### src/aloser_pkg.sv
// Constants shared by the serial output formatter.
`default_nettype none
package aloser_pkg;
    localparam int          SAMPLE_BITS       = 12;
    localparam int          BITS_TEN_X        = 10;
    localparam int          BITS_TWELVE_X     = 12;
    localparam int          FIFO_DEPTH        = 16;
    localparam logic [1:0]  PHASE_RESET       = 2'h2;
    localparam logic [1:0]  DATA_DELAY_RESET  = 2'h0;
    localparam logic [2:0]  CLOCK_DELAY_RESET = 3'h0;
    localparam logic [11:0] CODE_OB_POS_FULL  = 12'hFFF;
    localparam logic [11:0] CODE_OB_NEG_FULL  = 12'h000;
    localparam logic [11:0] CODE_TC_POS_FULL  = 12'h7FF;
    localparam logic [11:0] CODE_TC_NEG_FULL  = 12'h800;
    localparam logic [11:0] WORD_RESET        = 12'h000;
    localparam logic [3:0]  INDEX_RESET       = 4'h0;
    // Reset parks the bit index on the last bit so the first word starts whole.
    localparam logic [3:0]  INDEX_START_RESET = 4'hB;
endpackage
`default_nettype wire

### src/aloser_top.sv
// Sample FIFO and serial lane formatter with bit and frame clocks.
`default_nettype none

// ---------------------------------------------------------------------
// Sample FIFO
// ---------------------------------------------------------------------
module aloser_fifo #(
    parameter int WIDTH = 12,
    parameter int DEPTH = 16
) (
    // Clock and reset
    input  wire logic             clk_in,
    input  wire logic             rst_n_in,
    // Fill side
    input  wire logic             in_valid_in,
    input  wire logic [WIDTH-1:0] in_data_in,
    output logic                  in_ready_out,
    // Drain side
    output logic                  out_valid_out,
    output logic [WIDTH-1:0]      out_data_out,
    input  wire logic             out_ready_in
);
    localparam int AW = $clog2(DEPTH);
    localparam int CW = $clog2(DEPTH + 1);

    logic [WIDTH-1:0] mem_r [DEPTH];
    logic [WIDTH-1:0] mem_nxt [DEPTH];
    logic [AW-1:0]    wr_ptr_r;
    logic [AW-1:0]    wr_ptr_nxt;
    logic [AW-1:0]    rd_ptr_r;
    logic [AW-1:0]    rd_ptr_nxt;
    logic [CW-1:0]    count_r;
    logic [CW-1:0]    count_nxt;
    logic             ready_r;
    logic             ready_nxt;
    logic             push;
    logic             pop;

    always_comb begin
        push       = in_valid_in && ready_r;
        pop        = out_ready_in && (count_r != '0);
        mem_nxt    = mem_r;
        wr_ptr_nxt = wr_ptr_r;
        rd_ptr_nxt = rd_ptr_r;
        count_nxt  = count_r;
        if (push) begin
            mem_nxt[wr_ptr_r] = in_data_in;
            wr_ptr_nxt        = (wr_ptr_r == AW'(DEPTH - 1)) ? '0 : wr_ptr_r + 1'b1;
        end
        if (pop) begin
            rd_ptr_nxt = (rd_ptr_r == AW'(DEPTH - 1)) ? '0 : rd_ptr_r + 1'b1;
        end
        if (push && !pop) begin
            count_nxt = count_r + 1'b1;
        end else if (pop && !push) begin
            count_nxt = count_r - 1'b1;
        end
        // Ready is registered, so full is judged on the next count.
        ready_nxt = (count_nxt != CW'(DEPTH));
    end

    always_ff @(posedge clk_in or negedge rst_n_in) begin
        if (!rst_n_in) begin
            for (int i = 0; i < DEPTH; i++) begin
                mem_r[i] <= '0;
            end
            wr_ptr_r <= '0;
            rd_ptr_r <= '0;
            count_r  <= '0;
            ready_r  <= 1'b0;
        end else begin
            mem_r    <= mem_nxt;
            wr_ptr_r <= wr_ptr_nxt;
            rd_ptr_r <= rd_ptr_nxt;
            count_r  <= count_nxt;
            ready_r  <= ready_nxt;
        end
    end

    assign in_ready_out  = ready_r;
    assign out_valid_out = (count_r != '0);
    assign out_data_out  = mem_r[rd_ptr_r];
endmodule

// ---------------------------------------------------------------------
// Top level
// ---------------------------------------------------------------------
module aloser_top
    import aloser_pkg::*;
#(
    parameter int DEPTH = FIFO_DEPTH
) (
    // Clock and reset
    input  wire logic        clk_in,
    input  wire logic        rst_n_in,
    // Converter sample clock, asynchronous to clk_in
    input  wire logic        sample_clk_in,
    // Converter result, offset binary, with overdrive flags
    input  wire logic [11:0] sample_data_in,
    input  wire logic        sample_valid_in,
    input  wire logic        over_pos_in,
    input  wire logic        over_neg_in,
    output logic             sample_ready_out,
    // Configuration
    input  wire logic        ten_x_mode_in,
    input  wire logic        msb_first_in,
    input  wire logic        twos_complement_select_in,
    input  wire logic [1:0]  phase_select_in,
    input  wire logic [1:0]  data_delay_rise_code_in,
    input  wire logic [1:0]  data_delay_fall_code_in,
    input  wire logic [2:0]  clock_delay_rise_code_in,
    input  wire logic [2:0]  clock_delay_fall_code_in,
    // Serial link
    output logic             serial_data_out,
    output logic             serial_bit_clock_out,
    output logic             frame_clock_out,
    // Delay codes handed to the output pad trims
    output logic [1:0]       data_delay_rise_out,
    output logic [1:0]       data_delay_fall_out,
    output logic [2:0]       clock_delay_rise_code_out,
    output logic [2:0]       clock_delay_fall_code_out
);
    // -----------------------------------------------------------------
    // Functions
    // -----------------------------------------------------------------
    // Output code for one sample in the selected format.
    function automatic logic [11:0] format_code(input logic [11:0] raw, input logic tc,
                                                input logic pos, input logic neg);
        logic [11:0] code;
        code = tc ? {~raw[11], raw[10:0]} : raw;
        if (pos) begin
            code = tc ? CODE_TC_POS_FULL : CODE_OB_POS_FULL;
        end else if (neg) begin
            code = tc ? CODE_TC_NEG_FULL : CODE_OB_NEG_FULL;
        end
        return code;
    endfunction

    // Bit sent at position idx of a word, in the chosen order and width.
    function automatic logic pick_bit(input logic [11:0] w, input logic [3:0] idx,
                                      input logic ten, input logic msb);
        logic [3:0] pos;
        pos = 4'hF;
        if (msb) begin
            pos = 4'(11 - int'(idx));
        end else if (ten) begin
            pos = 4'(2 + int'(idx));
        end else begin
            pos = idx;
        end
        return w[pos];
    endfunction

    // -----------------------------------------------------------------
    // Reset release and sample clock synchroniser
    // -----------------------------------------------------------------
    logic       rst_meta_r;
    logic       rst_sync_r;
    logic       sclk_meta_r;
    logic       sclk_sync_r;
    logic       sclk_prev_r;
    logic       sample_edge;

    always_ff @(posedge clk_in or negedge rst_n_in) begin
        if (!rst_n_in) begin
            rst_meta_r <= 1'b0;
            rst_sync_r <= 1'b0;
        end else begin
            rst_meta_r <= 1'b1;
            rst_sync_r <= rst_meta_r;
        end
    end

    always_ff @(posedge clk_in or negedge rst_sync_r) begin
        if (!rst_sync_r) begin
            sclk_meta_r <= 1'b0;
            sclk_sync_r <= 1'b0;
            sclk_prev_r <= 1'b0;
        end else begin
            sclk_meta_r <= sample_clk_in;
            sclk_sync_r <= sclk_meta_r;
            sclk_prev_r <= sclk_sync_r;
        end
    end

    assign sample_edge = sclk_sync_r && !sclk_prev_r;

    // -----------------------------------------------------------------
    // Sample capture into the FIFO
    // -----------------------------------------------------------------
    logic        fifo_in_ready;
    logic        fifo_out_valid;
    logic [11:0] fifo_out_data;
    logic        fifo_pop;
    logic        capture;
    logic [11:0] captured_code;

    // A sample is taken on each sample clock rising edge with sample_valid_in high while room remains.
    assign capture       = sample_edge && sample_valid_in;
    assign captured_code = format_code(sample_data_in, twos_complement_select_in,
                                       over_pos_in, over_neg_in);

    aloser_fifo #(
        .WIDTH (SAMPLE_BITS),
        .DEPTH (DEPTH)
    ) u_fifo (
        .clk_in        (clk_in),
        .rst_n_in      (rst_sync_r),
        .in_valid_in   (capture),
        .in_data_in    (captured_code),
        .in_ready_out  (fifo_in_ready),
        .out_valid_out (fifo_out_valid),
        .out_data_out  (fifo_out_data),
        .out_ready_in  (fifo_pop)
    );

    // -----------------------------------------------------------------
    // Serializer
    // -----------------------------------------------------------------
    logic [11:0] word_r;
    logic [11:0] word_nxt;
    logic [3:0]  idx_r;
    logic [3:0]  idx_nxt;
    logic        ten_r;
    logic        ten_nxt;
    logic        msb_r;
    logic        msb_nxt;
    logic [1:0]  phase_r;
    logic [1:0]  phase_nxt;
    logic        data_r;
    logic        data_nxt;
    logic        bclk_r;
    logic        bclk_nxt;
    logic        fclk_r;
    logic        fclk_nxt;
    logic        ready_r;
    logic        ready_nxt;
    logic [1:0]  ddr_r;
    logic [1:0]  ddf_r;
    logic [2:0]  cdr_r;
    logic [2:0]  cdf_r;
    logic [3:0]  last_idx;
    logic        frame_start;
    logic [3:0]  word_bits;
    logic [11:0] send_word;
    logic        send_ten;
    logic        send_msb;
    logic [1:0]  send_phase;

    always_comb begin
        last_idx    = ten_r ? 4'(BITS_TEN_X - 1) : 4'(BITS_TWELVE_X - 1);
        frame_start = (idx_r == last_idx);
        fifo_pop    = frame_start && fifo_out_valid;
        word_nxt    = word_r;
        ten_nxt     = ten_r;
        msb_nxt     = msb_r;
        phase_nxt   = phase_r;
        idx_nxt     = idx_r + 1'b1;
        if (frame_start) begin
            // Settings are latched only at word boundaries; an empty FIFO
            // repeats the last word so the link keeps its framing.
            idx_nxt   = INDEX_RESET;
            ten_nxt   = ten_x_mode_in;
            msb_nxt   = msb_first_in;
            phase_nxt = phase_select_in;
            if (fifo_out_valid) begin
                word_nxt = fifo_out_data;
            end
        end
        send_word  = word_nxt;
        send_ten   = ten_nxt;
        send_msb   = msb_nxt;
        send_phase = phase_nxt;
        word_bits  = send_ten ? 4'(BITS_TEN_X) : 4'(BITS_TWELVE_X);
        data_nxt   = pick_bit(send_word, idx_nxt, send_ten, send_msb);
        // One bit per clock; the bit clock toggles every bit except at a word start that flips the phase parity, giving N/2
        // periods per word. Phase bit 0 inverts, bit 1 swaps edge order.
        bclk_nxt   = ~idx_nxt[0] ^ send_phase[0] ^ ~send_phase[1];
        fclk_nxt   = (idx_nxt < (word_bits >> 1));
        ready_nxt  = fifo_in_ready;
    end

    always_ff @(posedge clk_in or negedge rst_sync_r) begin
        if (!rst_sync_r) begin
            word_r  <= WORD_RESET;
            idx_r   <= INDEX_START_RESET;
            ten_r   <= 1'b0;
            msb_r   <= 1'b1;
            phase_r <= PHASE_RESET;
            data_r  <= 1'b0;
            bclk_r  <= 1'b0;
            fclk_r  <= 1'b0;
            ready_r <= 1'b0;
        end else begin
            word_r  <= word_nxt;
            idx_r   <= idx_nxt;
            ten_r   <= ten_nxt;
            msb_r   <= msb_nxt;
            phase_r <= phase_nxt;
            data_r  <= data_nxt;
            bclk_r  <= bclk_nxt;
            fclk_r  <= fclk_nxt;
            ready_r <= ready_nxt;
        end
    end

    // -----------------------------------------------------------------
    // Delay codes, same meaning in both serialization modes
    // -----------------------------------------------------------------
    always_ff @(posedge clk_in or negedge rst_sync_r) begin
        if (!rst_sync_r) begin
            ddr_r <= DATA_DELAY_RESET;
            ddf_r <= DATA_DELAY_RESET;
            cdr_r <= CLOCK_DELAY_RESET;
            cdf_r <= CLOCK_DELAY_RESET;
        end else begin
            ddr_r <= data_delay_rise_code_in;
            ddf_r <= data_delay_fall_code_in;
            cdr_r <= clock_delay_rise_code_in;
            cdf_r <= clock_delay_fall_code_in;
        end
    end

    assign sample_ready_out          = ready_r;
    assign serial_data_out           = data_r;
    assign serial_bit_clock_out      = bclk_r;
    assign frame_clock_out           = fclk_r;
    assign data_delay_rise_out       = ddr_r;
    assign data_delay_fall_out       = ddf_r;
    assign clock_delay_rise_code_out = cdr_r;
    assign clock_delay_fall_code_out = cdf_r;
endmodule
`default_nettype wire
### config.mk
export PLATFORM = sky130hd
export DESIGN_NAME = aloser_top
export DESIGN_NICKNAME = d
export VERILOG_FILES = /design/src/aloser_pkg.sv /design/src/aloser_top.sv
export SDC_FILE = /design/constraint.sdc
export NUM_CORES = 1
export LEC_CHECK = 0
export BUFFER_PORTS_ARGS = -buffer_cell sky130_fd_sc_hd__buf_4
export CAP_MARGIN = 20
export CORE_MARGIN = 2
export CORE_UTILIZATION = 48
export DETAILED_ROUTE_END_ITERATION = 16
export PLACE_DENSITY_LB_ADDON = 0.05
export RECOVER_POWER = 25
export SLEW_MARGIN = 20
export SYNTH_ARGS = -nofsm -noshare
export SYNTH_HDL_FRONTEND = slang
export SYNTH_SLANG_ARGS = --single-unit
### constraint.sdc
create_clock -name clk_in -period 13.8 [get_ports clk_in]
set_clock_uncertainty 0.15 [all_clocks]
set_input_delay 2.07 -clock clk_in [delete_from_list [all_inputs] [get_ports clk_in]]
set_output_delay 2.07 -clock clk_in [all_outputs]
set_load 0.1 [all_outputs]
Word level (Yosys, flattened, before mapping)
Index checks and enable logic that the tools add are counted.
{ "word_totals": {"reg_bits": 245, "latchBits": 0, "ram_bits": 0, "rom_bits": 0, "in_bits": 33, "output_inout_bits": 14, "elab_cells": 100, "memories": 0} }
{ "op_classes": {"add_sub_neg": 7, "n_mul": 0, "n_div": 0, "magnitude_cmp": 5, "n_eq_ne": 4, "shifts": 0, "mux": 27, "n_bitwise": 7, "reduce_logical": 12} }
{ "op_table": {"columns": ["cell", "n"], "rows": [
  ["bitwise mux 192 bit", 1],
  ["2-to-1 mux 12 bit", 10],
  ["binary-select mux 12 bit (select 4 bit)", 1],
  ["demux 12 bit (select 4 bit)", 1],
  ["2-to-1 mux 4 bit", 5],
  ["adder 4 x 1 -> 4 bit, second input constant", 3],
  [">= comparator 5 bit, second input constant", 2],
  ["2-to-1 mux 5 bit", 2],
  ["NOT 4 -> 5 bit", 2],
  ["equality test 4 bit, second input constant", 2],
  ["logical AND 1 bit", 8],
  ["adder 5 x 1 -> 5 bit, second input constant", 1],
  ["< comparator 4 x 5 -> 1 bit, second input constant", 1],
  ["< comparator 5 x 1 -> 1 bit, second input constant", 1],
  ["inequality test 5 bit, second input constant", 1],
  ["nonzero test 5 bit", 1],
  ["subtractor 5 x 1 -> 5 bit, second input constant", 1],
  ["adder 2 x 4 -> 4 bit, first input constant", 1],
  ["binary-select mux 1 bit (select 4 bit)", 1],
  ["equality test 4 bit", 1],
  ["< comparator 4 x 3 -> 1 bit", 1],
  ["2-to-1 mux 2 bit", 2],
  ["subtractor 4 bit, first input constant", 1],
  ["zero test 1 bit", 3],
  ["4 further kinds", 9]
]} }

Logic depth before layout (Yosys ltp)
Gate-level depths: netlist of run 1.
{ "logic_depth": {"word_depth": 9, "depth_mapped": 12, "depth_no_buf": 10} }

By module
A second synthesis of run 1 with hierarchy kept.
{ "hier_totals": {"cells_unflattened": 843, "hier_area_um2": 11368.4} }
{ "by_module_without_submodules": {"columns": ["mod", "n_inst", "cells_each", "area_each_um2"], "rows": [
  ["aloser_fifo", 1, 683, 9531.6],
  ["aloser_top", 1, 160, 1836.8]
]} }

Least setup slack after synthesis of run 1
Ideal clock, no wire load.
{ "synth_timing": {"kind": "input-to-reg", "start": "in sample_valid_in", "end": "reg u_fifo.mem_r[110] in the netlist's numbering", "arrival_ps": 3607, "slack_ps": 9910, "path_stages": 8, "path_buffers": 4, "path_cell_list": "and4b_1 > clkbuf_1 > clkbuf_1 > clkbuf_1 > nand3_1 > clkbuf_1 > nand2_1 > o21ai_0"} }
{ "synth_via": {"elab_chain_len": 2} }
{ "synth_rtl": {"columns": ["element", "line", "rtl"], "rows": [
  ["start, declared", "aloser_top.sv:100", "input wire logic sample_valid_in,"],
  ["logical AND 1 bit", "aloser_top.sv:199", "assign capture = sample_edge && sample_valid_in;"],
  ["logical AND 1 bit", "aloser_top.sv:40", "push = in_valid_in && ready_r;"],
  ["end signal, assigned", "aloser_top.sv:72", "mem_r <= mem_nxt;"],
  ["end, declared", "aloser_top.sv:26", "logic [WIDTH-1:0] mem_r [DEPTH];"]
]} }
Every way passes these cells.
A chain may end at the register's enable or synchronous reset.

Worst setup path in the final report of run 1
{ "layout_timing": {"start": "reg u_fifo.rd_ptr_r[1]", "end": "reg data_r (netlist: serial_data_out)"} }
{ "layout_via": {"elab_chain_len": 8} }
{ "layout_rtl": {"columns": ["element", "line", "rtl"], "rows": [
  ["start, declared", "aloser_top.sv:30", "logic [AW-1:0] rd_ptr_r;"],
  ["start signal, assigned", "aloser_top.sv:74", "rd_ptr_r <= rd_ptr_nxt;"],
  ["NOT 4 -> 5 bit (implied by the code)", "aloser_top.sv:82", "assign out_data_out = mem_r[rd_ptr_r];"],
  ["binary-select mux 12 bit (select 4 bit)", "aloser_top.sv:82", null],
  ["2-to-1 mux 12 bit (implied by the code) (2 in series)", "aloser_top.sv:82", null],
  ["2-to-1 mux 12 bit", "aloser_top.sv:266", "if (fifo_out_valid) begin"],
  ["2-to-1 mux 12 bit", "aloser_top.sv:259", "if (frame_start) begin"],
  ["via send_word[4]", "aloser_top.sv:245", "logic [11:0] send_word;"],
  ["binary-select mux 1 bit (select 4 bit)", "aloser_top.sv:151", "return w[pos];"],
  ["2-to-1 mux 1 bit (implied by the code)", "aloser_top.sv:151", null],
  ["via data_nxt", "aloser_top.sv:231", "logic data_nxt;"],
  ["end signal, assigned", "aloser_top.sv:300", "data_r <= data_nxt;"],
  ["end, declared", "aloser_top.sv:230", "logic data_r;"]
]} }
The timed path passes the listed nets, and every way through them passes these cells. The select of a mux whose other input is x is not followed.

==> results.sh, run 1 <==
export IMPL_area_growth_pct=12.54
export IMPL_synthesis_nets=1031
export IMPL_grt_antenna_before_repair=0
export IMPL_ant_nets=0
export IMPL_start_util=0.4911
export IMPL_synth_fa_ha_area_frac=0.01462
export IMPL_synth_flop_cell="dfrtp_1"
export IMPL_synth_seq_cells=245
export IMPL_p_leak_nw=5.492
export IMPL_core_area_um2=21960
export IMPL_crit_buf_inv=1
export IMPL_slowest_delay_ps=2220
export IMPL_hold_class="reg2reg"
export IMPL_drt_iter0_markers=464
export IMPL_timing_final_crit_period_ps=5005
export IMPL_die_y_um=153.9
export IMPL_clock_sinks=245
export IMPL_vias=7217
export IMPL_yosysWarnings=0
export IMPL_finalHoldViolations=0
export IMPL_fin_setup_tns_ps=0
export IMPL_worstPathMaxFanout=47
export IMPL_cp_slowest_cell="clkbuf_1"
export IMPL_synth_avg_cell_area_um2=10.92
export IMPL_post_route_util=0.5527
export IMPL_async_reset_ff_frac=1.000
export IMPL_worstPathRequired_ps=14040
export IMPL_yosysUniqueCellTypes=63
export IMPL_power_density_nw_per_um2=215.2
export IMPL_cts_buffer_depth=3
export IMPL_dp_hpwl_um=15420
export IMPL_worstPathCellList="clkbuf_1 -> mux4_1 -> mux2i_1 -> o21ai_1 -> or3_1 -> and4_1 -> a22oi_1 -> o211ai_1"
export IMPL_finalSetupViolCount=0
export IMPL_synthCells=987
export IMPL_fp_dieArea_um2=23680
export IMPL_min_period_over_period=0.3627
export IMPL_cts_buffers=27
export IMPL_relSlewSlack=-1.079
export IMPL_startpoint_type="flop"
export IMPL_wl_per_cell_um=19.54
export IMPL_crit_start="u_fifo.rd_ptr_r[1]$_DFFE_PN0P_"
export IMPL_clk_latency_ps=540
export IMPL_fmax_mhz=199.8
export IMPL_antennaDiodeCount=0
export IMPL_rows=54
export IMPL_die_w_um=153.9
export IMPL_post_cts_setup_buffers=0
export IMPL_grtUsageTotal=0.2259
export IMPL_min_from="sclk_meta_r$_DFF_PN0_"
export IMPL_worst_pin_slew_ps=3119
export IMPL_vias_per_cell=5.552
export IMPL_grt_pass1_wl_um=41680
export IMPL_firstDrtPassIters=4
export IMPL_pin_count=47
export IMPL_grt_overflow=0
export IMPL_crit_family="buffers and inverters"
export IMPL_slew_viol_final=108
export IMPL_cts_resized=0
export IMPL_grt_max_degree=185
export IMPL_max_cap_violations=2
export IMPL_drive_above_1_share=0.1578
export IMPL_cts_hold_buffers_added=0
export IMPL_syn_cell_area_um2=10780
export IMPL_fin_nets=1045
export IMPL_root_buffer="clkbuf_16"
export IMPL_cts_tree="built"
export IMPL_critPathKind="reg2reg"
export IMPL_violations="max-capacitance violations, max-slew violations"
export IMPL_critPathArrivalTime_ps=5250
export IMPL_max_vdd_ir_drop_uv=110.4
export IMPL_portBuffers=46
export IMPL_synth_edff_count=0
export IMPL_synth_area_mux_share=0.1182
export IMPL_synth_top_family_by_area="compound AO/OA/AOI/OAI gates"
export IMPL_r2r_start="u_fifo.rd_ptr_r[1]$_DFFE_PN0P_"
export IMPL_wirelength_um=25400
export IMPL_synth_compound_area_frac=0.1337
export IMPL_outcome="complete, but fails checks"
export IMPL_cts_htree_levels=1
export IMPL_yosysSeqAreaShare=0.5692
export IMPL_fin_total_pwr_mw=2.611
export IMPL_path_clk_slew_ps=60
export IMPL_grt_setup_unrepaired="no"
export IMPL_yosys_area_share_simple=0.1158
export IMPL_cp_end_kind="flop"
export IMPL_synth_xor_area_frac=0.01253
export IMPL_route_detailed_drc=0
export IMPL_gp_congestion=0.7297
export IMPL_grt_pass1_vias=7412
## worst reg2reg max path, delay by kind of cell (launching register included)
family	cells	cell delay, ps
simple gates	2	600
buf+inv	1	2220
compound gates	3	440
flops	1	530
mux	2	920
## path summary, 6_finish.rpt
path / slack (ps) / cells after the start / end
max in group asynchronous: 10570 / 1 / u_fifo.rd_ptr_r[0]$_DFFE_PN0P_
worst max register to register: 8800 / 8 / serial_data_out$_DFF_PN0_
min in group asynchronous: 890 / 0 / u_fifo.mem_r[176]$_DFFE_PN0P_
worst min register to register: 200 / 0 / sclk_sync_r$_DFF_PN0_
worst min-delay path: 200 / 0 / sclk_sync_r$_DFF_PN0_
worst max-delay path: 8800 / 8 / serial_data_out$_DFF_PN0_
## cell families (layout without fill, tap and decap cells)
logic type	count (synthesis)	count (layout)
flops	245	245
mux	71	71
other cells	1	1
xor+xnor	13	13
buf+inv	84	117
simple gates	296	296
compound gates	264	264
fa+ha+maj	13	13
## metal layers
layer	wire length, µm	vias to the layer above	GRT usage
li1	-	3482	-
met1	11830	3569	0.3227
met2	12130	124	0.3709
met3	824	42	0.02762
met4	607	0	0.06097
met5	0	-	0
## Yosys cell counts (4+ instances only)
library cell / n / area share
inv_1: 9 / 0.0031
o21ai_1: 9 / 0.0042
o21ai_0: 194 / 0.090
buf_2: 11 / 0.0051
nand3_1: 17 / 0.0079
mux2i_1: 22 / 0.020
a21o_1: 5 / 0.0035
nor2b_1: 4 / 0.0023
ha_1: 11 / 0.013
a31oi_1: 4 / 0.0023
a21oi_1: 21 / 0.0097
dfrtp_1: 240 / 0.56
nand2_1: 235 / 0.082
mux4_2: 42 / 0.088
clkbuf_1: 54 / 0.019
dfstp_2: 5 / 0.012
nor2_1: 11 / 0.0038
mux2_2: 5 / 0.0052
o22ai_1: 8 / 0.0046
xnor2_1: 8 / 0.0065
nand4_1: 7 / 0.0041
a22oi_1: 5 / 0.0035
## stage by stage
stage | instance area, µm² | setup WS [ps] | hold slack, ps | cells
floorplan | 10780 | 6326 | 181.2 | 987
global placement | 11240 | 9139 | 185.2 | 1250
detailed placement | 11240 | 9071 | 189.5 | 1250
CTS | 12110 | 9630 | 203.0 | 1298
global route | 12140 | 8596 | 206.6 | 1300
finish | 12140 | 8795 | 200.8 | 1300
## state kept, by name, summed over array words and instances, names as in the netlist, 2 cells and up
name / count
word_r: 12
u_fifo.wr_ptr_r: 4
data_delay_fall_out: 2
u_fifo.mem_r: 192
data_delay_rise_out: 2
phase_r: 2
u_fifo.count_r: 5
clock_delay_fall_code_out: 3
u_fifo.rd_ptr_r: 4
clock_delay_rise_code_out: 3
idx_r: 4
## final cells by class
type / instances / area, µm²
Inverter: 10 / 37.54
Tap cell: 280 / 350.3
Clock inverter: 5 / 60.06
Timing Repair Buffer: 59 / 459.2
Clock buffer: 43 / 805.8
Sequential cell: 245 / 6142
Fill cell: 1980 / 9823
Multi-Input combinational cell: 658 / 4280
## cells in the final DEF (no fill, tap or decap), types with 8 or more instances in the layout
cell	instances
a21oi_1	18
buf_4	40
clkbuf_1	11
clkbuf_16	27
clkbuf_4	14
dfrtp_1	238
ha_1	11
inv_1	9
mux2i_1	22
mux4_2	42
nand2_1	235
nand3_1	17
nor2_1	11
o21ai_0	194
o21ai_1	9
o22ai_1	8
xnor2_1	8
## power breakdown
group          total [mW]  switching (mW)  internal (mW)
combinational       0.772           0.413          0.360
clock               0.705           0.288          0.417
sequential           1.13           0.167          0.967
Power figures use the tool's default switching activity.
==> inputs of run 2 (changes only) <==
--- a/config.mk
+++ b/config.mk
@@ -5,6 +5,7 @@
 export SDC_FILE = /design/constraint.sdc
 export NUM_CORES = 1
 export LEC_CHECK = 0
+export ABC_AREA = 1
 export BUFFER_PORTS_ARGS = -buffer_cell sky130_fd_sc_hd__buf_4
 export CAP_MARGIN = 20
 export CORE_MARGIN = 2
==> constraint.sdc (replaced) <==
create_clock -name clk_in -period 4.1 [get_ports clk_in]
set_clock_uncertainty 0.15 [all_clocks]
set_input_delay 0.615 -clock clk_in [delete_from_list [all_inputs] [get_ports clk_in]]
set_output_delay 0.615 -clock clk_in [all_outputs]
set_load 0.1 [all_outputs]
==> run 2 against run 1 <==
The run still ends with max-capacitance violations, max-slew violations left. Count of clock-buffer cells in the layout unchanged. Global-route usage rose by 3.6 points. Sequential share of layout area is 2.8 points lower. Non-clock buffer count increased by 23. Utilization fell by 0.17 points. Combinational power rose to 4.3 times the previous value. Via count rose by 28%. Largest power group unchanged. Hold slack got worse by 140 ps. Worst setup slack got worse by 7800 ps. Register-to-register slack worse by 7800 ps. Synthesized cell count rose by 41%.
==> results.sh, run 2 <==
export IMPL_outcome="complete, but fails checks"
export IMPL_violations="max-capacitance violations, max-slew violations"
export IMPL_core_area_um2=23330
export IMPL_worstPathCellList="nand2_1 -> nor3_1 -> nand2_1 -> nor2_2 -> inv_1 -> o21ai_0 -> a21oi_1"
export IMPL_area_growth_pct=13.25
export IMPL_fin_total_pwr_mw=9.462
export IMPL_min_period_over_period=0.7596
export IMPL_root_buffer="clkbuf_16"
export IMPL_post_route_util=0.5510
export IMPL_cts_htree_levels=1
export IMPL_worstPathRequired_ps=4360
export IMPL_grt_max_degree=74
export IMPL_antennaDiodeCount=0
export IMPL_critPathKind="reg2reg"
export IMPL_p_leak_nw=6.125
export IMPL_synth_most_common_cell="nand2_1"
export IMPL_wl_per_cell_um=17.72
export IMPL_top_register="u_fifo.mem_r"
export IMPL_vias_per_cell=5.282
export IMPL_fillers=2239
export IMPL_combPwrFrac=0.349
export IMPL_grt_pass1_vias=8924
export IMPL_stdcell_area_um2=12860
export IMPL_synth_top_area_frac=0.5290
export IMPL_grt_antenna_before_repair=0
export IMPL_worstPathMaxFanout=9
export IMPL_route_detailed_drc=0
export IMPL_fin_ws_ps=985.6
export IMPL_fin_setup_tns_ps=0
export IMPL_path_clk_slew_ps=60
export IMPL_portBuffers=46
export IMPL_timing_final_crit_period_ps=3114
export IMPL_max_vdd_ir_drop_uv=361.1
export IMPL_crit_start="u_fifo.in_ready_out$_DFF_PN0_"
export IMPL_drive_above_1_share=0.1082
export IMPL_synth_edff_count=0
export IMPL_async_reset_ff_frac=1.000
export IMPL_firstDrtPassIters=5
export IMPL_grt_overflow=0
export IMPL_yosys_area_top_type="dfrtp_1"
export IMPL_synth_seq_cells=245
export IMPL_cts_buffers=27
export IMPL_dpl_worst_slack_ps=1217
export IMPL_fp_dieArea_um2=24900
export IMPL_yosysSeqAreaShare=0.5406
export IMPL_synthCells=1392
export IMPL_pwr_share_clk=0.246
export IMPL_crit_family="simple AND/OR/NAND/NOR gates"
export IMPL_max_cap_violations=1
export IMPL_mostFrequentLayoutCells="nand2_1, dfrtp_1, o21ai_0"
export IMPL_finalSetupViolCount=0
export IMPL_crit_top_cell="nand2_1"
export IMPL_placed_area_um2=12020
export IMPL_cts_resized=0
export IMPL_biggestRegsByFlops="u_fifo.mem_r x192, word_r x12, u_fifo.count_r x5"
export IMPL_p_sw_frac=0.3813
export IMPL_seqPwrFrac=0.406
export IMPL_syn_cell_area_um2=11350
export IMPL_yosysWarnings=0
export IMPL_cts_hold_buffers_added=1
export IMPL_cp_slowest_cell="nor3_1"
export IMPL_startpoint_type="flop"
export IMPL_switching_power_mw=3.608
export IMPL_synth_flop_cell="dfrtp_1"
export IMPL_r2r_start="u_fifo.in_ready_out$_DFF_PN0_"
export IMPL_relSlewSlack=-0.8560
export IMPL_mostFrequentLayoutCell="nand2_1"
export IMPL_slowest_delay_ps=870
export IMPL_post_cts_setup_buffers=0
export IMPL_die_w_um=157.8
export IMPL_ant_nets=0
export IMPL_dp_hpwl_um=18110
export IMPL_grt_pass1_wl_um=49970
export IMPL_hold_class="in2reg"
export IMPL_internal_power_mw=5.854
export IMPL_fin_nets=1457
export IMPL_start_util=0.4865
export IMPL_yosysUniqueCellTypes=32
export IMPL_holdWs_ps=63.24
export IMPL_clock_sinks=245
export IMPL_fmax_mhz=321.1
export IMPL_critPathArrivalTime_ps=3370
export IMPL_cp_end_kind="flop"
export IMPL_finalHoldViolations=0
export IMPL_grt_setup_unrepaired="no"
export IMPL_drt_iter0_markers=908
export IMPL_rows=56
export IMPL_die_y_um=157.8
export IMPL_cts_tree="built"
export IMPL_min_from="data_delay_fall_code_in[0]"
export IMPL_pin_count=47
export IMPL_largest_reg_flops=192
export IMPL_synth_avg_cell_area_um2=8.155
export IMPL_synthesis_nets=1436
export IMPL_slew_viol_final=62
export IMPL_crit_buf_inv=1
export IMPL_vias=9254
export IMPL_dp_cells=1702
export IMPL_gp_congestion=0.8514
export IMPL_cts_buffer_depth=3
export IMPL_final_instance_count_excl_fill=1752
export IMPL_worst_pin_slew_ps=2784
export IMPL_ys_top_cells_by_count="nand2_1, dfrtp_1, o21ai_0"
export IMPL_wirelength_um=31040
export IMPL_power_density_nw_per_um2=736.0
export IMPL_clk_latency_ps=530
export IMPL_synthTopCellsByArea="dfrtp_1, nand2_1, o21ai_0"
export IMPL_grtUsageTotal=0.2615
-- run 2: power groups by stage --
| stage | clock (mW) | sequential (mW) | combinational (mW) |
|---|---|---|---|
| after detailed placement | 0 | 3.86 | 3.30 |
| after CTS | 2.37 | 3.83 | 3.32 |
| after global placement | 0 | 3.85 | 3.25 |
| final | 2.33 | 3.84 | 3.30 |
| after global routing | 2.48 | 3.94 | 3.79 |
| after floorplan | 0 | 3.90 | 2.38 |
-- run 2: cells by family after synthesis --
logic type	synth area share
buffers and inverters	0.06966
DFF	0.5406
adders and majority gates	0.01212
other	0.0003303
and+or+nand+nor	0.2333
xor gates and xnor gates	0.008487
AOI/OAI and AO/OA	0.1355
-- run 2: layout make-up --
class | instances | area, µm² | share of cell area
clock buffers | 43 | 825.8 | 0.06423
clock inverters | 6 | 30.03 | 0.002336
inverters | 109 | 409.1 | 0.03182
multi-input cells | 948 | 4398 | 0.3421
flip-flops and latches | 245 | 6142 | 0.4778
well taps | 319 | 399.1 | 0.03105
repair buffers | 82 | 651.9 | 0.05071
-- run 2: path summary, 6_finish.rpt --
check / endpoint / slack, ps / cells after the start
min reg2reg: sclk_sync_r$_DFF_PN0_ / 190 / 0
max in group asynchronous: u_fifo.mem_r[188]$_DFFE_PN0P_ / 1190 / 0
max reg2reg: u_fifo.wr_ptr_r[3]$_DFFE_PN0P_ / 990 / 7
min in group asynchronous: rst_meta_r$_DFF_PN0_ / 250 / 2
max: u_fifo.wr_ptr_r[3]$_DFFE_PN0P_ / 990 / 7
min: data_delay_fall_out[0]$_DFF_PN0_ / 60 / 1
-- run 2: layer usage --
metal / share of wire / track usage / vias up
met4: 0.023 / 0.06970 / 0
met5: 0 / 0 / -
li1: - / - / 4527
met3: 0.051 / 0.03422 / 50
met2: 0.46 / 0.4217 / 233
met1: 0.47 / 0.3742 / 4444
==> inputs of run 3 (changes only) <==
--- a/config.mk
+++ b/config.mk
@@ -5,7 +5,7 @@
 export SDC_FILE = /design/constraint.sdc
 export NUM_CORES = 1
 export LEC_CHECK = 0
-export ABC_AREA = 1
+export ABC_AREA = 0
 export BUFFER_PORTS_ARGS = -buffer_cell sky130_fd_sc_hd__buf_4
 export CAP_MARGIN = 20
 export CORE_MARGIN = 2
==> constraint.sdc (replaced) <==
create_clock -name clk_in -period 2.5 [get_ports clk_in]
set_clock_uncertainty 0.15 [all_clocks]
set_input_delay 0.375 -clock clk_in [delete_from_list [all_inputs] [get_ports clk_in]]
set_output_delay 0.375 -clock clk_in [all_outputs]
set_load 0.1 [all_outputs]
==> run 3 against run 2 <==
The run ends with negative setup slack left. Die area is 4.9% lower. Flip-flop and latch count is the same. Global-route usage shrank 2.6 points. Power grew 67%. Combinational power is 65% higher. Routed wire length shrank 14%. Sequential share of layout area decreased by 1.7 points. Critical endpoint is now serial_data_out$_DFF_PN0_.
==> results.sh, run 3 (synthesized netlist as in run 1, its figures left out) <==
export IMPL_outcome="complete, but fails checks"
export IMPL_violations="negative setup slack"
export IMPL_cts_buffers=27
export IMPL_fillers=1850
export IMPL_grt_pass1_vias=7843
export IMPL_timing_final_crit_period_ps=2584
export IMPL_fin_setup_tns_ps=-83.86
export IMPL_crit_family="compound AO/OA/AOI/OAI gates"
export IMPL_pin_count=47
export IMPL_route_detailed_drc=0
export IMPL_finalSetupViolCount=1
export IMPL_drt_iter0_markers=508
export IMPL_top_register="u_fifo.mem_r"
export IMPL_area_growth_pct=23.59
export IMPL_seqCellArea_um2=6142
export IMPL_wirelength_um=26690
export IMPL_critPathArrivalTime_ps=2840
export IMPL_switching_power_mw=5.086
export IMPL_cp_slowest_cell="dfrtp_4"
export IMPL_internal_power_mw=10.72
export IMPL_crit_cells=9
export IMPL_dp_cells=1335
export IMPL_mostFrequentLayoutCell="dfrtp_1"
export IMPL_dp_hpwl_um=17470
export IMPL_combPwrFrac=0.344
export IMPL_min_from="ten_x_mode_in"
export IMPL_seqPwrFrac=0.389
export IMPL_mostFrequentLayoutCells="dfrtp_1, nand2_1, o21ai_0"
export IMPL_vias_per_cell=5.450
export IMPL_hold_class="in2reg"
export IMPL_crit_buf_inv=2
export IMPL_worst_pin_slew_ps=1451
export IMPL_cts_buffer_depth=3
export IMPL_firstDrtPassIters=4
export IMPL_cts_tree="built"
export IMPL_p_leak_nw=6.105
export IMPL_pwr_share_clk=0.267
export IMPL_cp_end_kind="flop"
export IMPL_r2r_end="serial_data_out$_DFF_PN0_"
export IMPL_final_instance_count_excl_fill=1412
export IMPL_holdPathStages=3
export IMPL_fin_ws_ps=-83.86
export IMPL_finalHoldViolations=0
export IMPL_vias=7696
export IMPL_grt_antenna_before_repair=0
export IMPL_grt_setup_unrepaired="yes"
export IMPL_startpoint_type="flop"
export IMPL_die_w_um=153.9
export IMPL_die_y_um=153.9
export IMPL_crit_top_cell="buf_12"
export IMPL_fmax_mhz=387.0
export IMPL_holdPathEnd="ten_r$_DFF_PN0_"
export IMPL_critPathKind="reg2reg"
export IMPL_relSlewSlack=0.03293
export IMPL_rows=54
export IMPL_gp_congestion=0.8189
export IMPL_min_period_over_period=1.034
export IMPL_fin_nets=1154
export IMPL_clk_latency_ps=530
export IMPL_p_sw_frac=0.3218
export IMPL_max_vdd_ir_drop_uv=675.8
export IMPL_largest_reg_flops=192
export IMPL_clock_sinks=245
export IMPL_start_util=0.4911
export IMPL_slew_viol_final=0
export IMPL_grt_max_degree=49
export IMPL_portBuffers=46
export IMPL_reg2reg_depth=9
export IMPL_multiInputGateArea_um2=4377
export IMPL_root_buffer="clkbuf_16"
export IMPL_power_density_nw_per_um2=1186
export IMPL_grtUsageTotal=0.2356
export IMPL_cts_htree_levels=1
export IMPL_slowest_delay_ps=500
export IMPL_grt_pass1_wl_um=43530
export IMPL_r2r_setup_slack_ps=-80
export IMPL_max_cap_violations=0
export IMPL_fin_total_pwr_mw=15.80
export IMPL_grt_overflow=0
export IMPL_core_area_um2=21960
export IMPL_drive_above_1_share=0.2467
export IMPL_ant_nets=0
export IMPL_worstPathRequired_ps=2750
export IMPL_wl_per_cell_um=18.90
export IMPL_biggestRegsByFlops="u_fifo.mem_r x192, word_r x12, u_fifo.count_r x5"
export IMPL_worstPathCellList="buf_12 -> buf_12 -> mux4_2 -> mux2i_2 -> o22ai_2 -> a2111oi_4 -> nor4_2 -> a22oi_1 -> o211ai_1"
export IMPL_post_route_util=0.6069
export IMPL_worstPathMaxFanout=7
export IMPL_r2r_start="u_fifo.rd_ptr_r[0]$_DFFE_PN0P_"
export IMPL_path_clk_slew_ps=60
export IMPL_fp_dieArea_um2=23680
-- run 3: how the worst max path moves through the flow --
stage | from | endpoint
3_5_place_dp | u_fifo.rd_ptr_r[0]$_DFFE_PN0P_ | serial_data_out$_DFF_PN0_
2_1_floorplan | rst_sync_r$_DFF_PN0_ | clock_delay_fall_code_out[0]$_DFF_PN0_
3_3_place_gp | u_fifo.rd_ptr_r[0]$_DFFE_PN0P_ | serial_data_out$_DFF_PN0_
4_1_cts | u_fifo.rd_ptr_r[0]$_DFFE_PN0P_ | serial_data_out$_DFF_PN0_
6_report | u_fifo.rd_ptr_r[0]$_DFFE_PN0P_ | serial_data_out$_DFF_PN0_
5_1_grt | u_fifo.rd_ptr_r[0]$_DFFE_PN0P_ | serial_data_out$_DFF_PN0_
-- run 3: stage by stage --
step	hold slack, ps	cell area (µm²)	setup WS (ps)
2_1_floorplan	-70.59	10820	-113.3
3_3_place_gp	9.059	12020	-158.1
3_5_place_dp	12.09	12020	-155.6
4_1_cts	139.6	13270	-83.81
5_1_grt	145.7	13320	-192.3
6_report	153.0	13330	-83.86
-- run 3: area by class of cell --
cell class                      count  area share
Sequential cell                   245      0.4609
Antenna cell                        1   0.0001878
Tap cell                          280     0.02629
Clock buffer                       42     0.06319
Inverter                           10    0.002817
Timing Repair Buffer              168      0.1089
Multi-Input combinational cell    658      0.3284
Clock inverter                      8    0.009295
-- run 3: power by group through the flow --
stage	sequential (mW)	clock (mW)	combinational, mW
6_report	6.15	4.22	5.43
3_3_place_gp	6.22	0	5.01
5_1_grt	6.33	4.46	6.00
3_5_place_dp	6.24	0	5.08
2_1_floorplan	6.19	0	3.33
4_1_cts	6.15	4.30	5.35
-- run 3: worst min-delay path, stage by stage --
cell,delay [ps]
buf_4,90
a32o_2,200
buf_4,130
-- run 3: repair_timing --
item	in CTS	in global routing
pin swaps	11	6
hold buffers	15	0
setup endpoints to repair	2	2
endpoints found under the hold margin	15	0
resized for setup	14	7
cloned	0	1
buffers inserted	7	3
-- run 3: per-layer routing --
layer,global-route usage,vias up,part of all wire
met5,0,-,0
met1,0.3393,3810,0.47
li1,-,3709,-
met2,0.3895,142,0.48
met3,0.02734,35,0.037
met4,0.05385,0,0.019
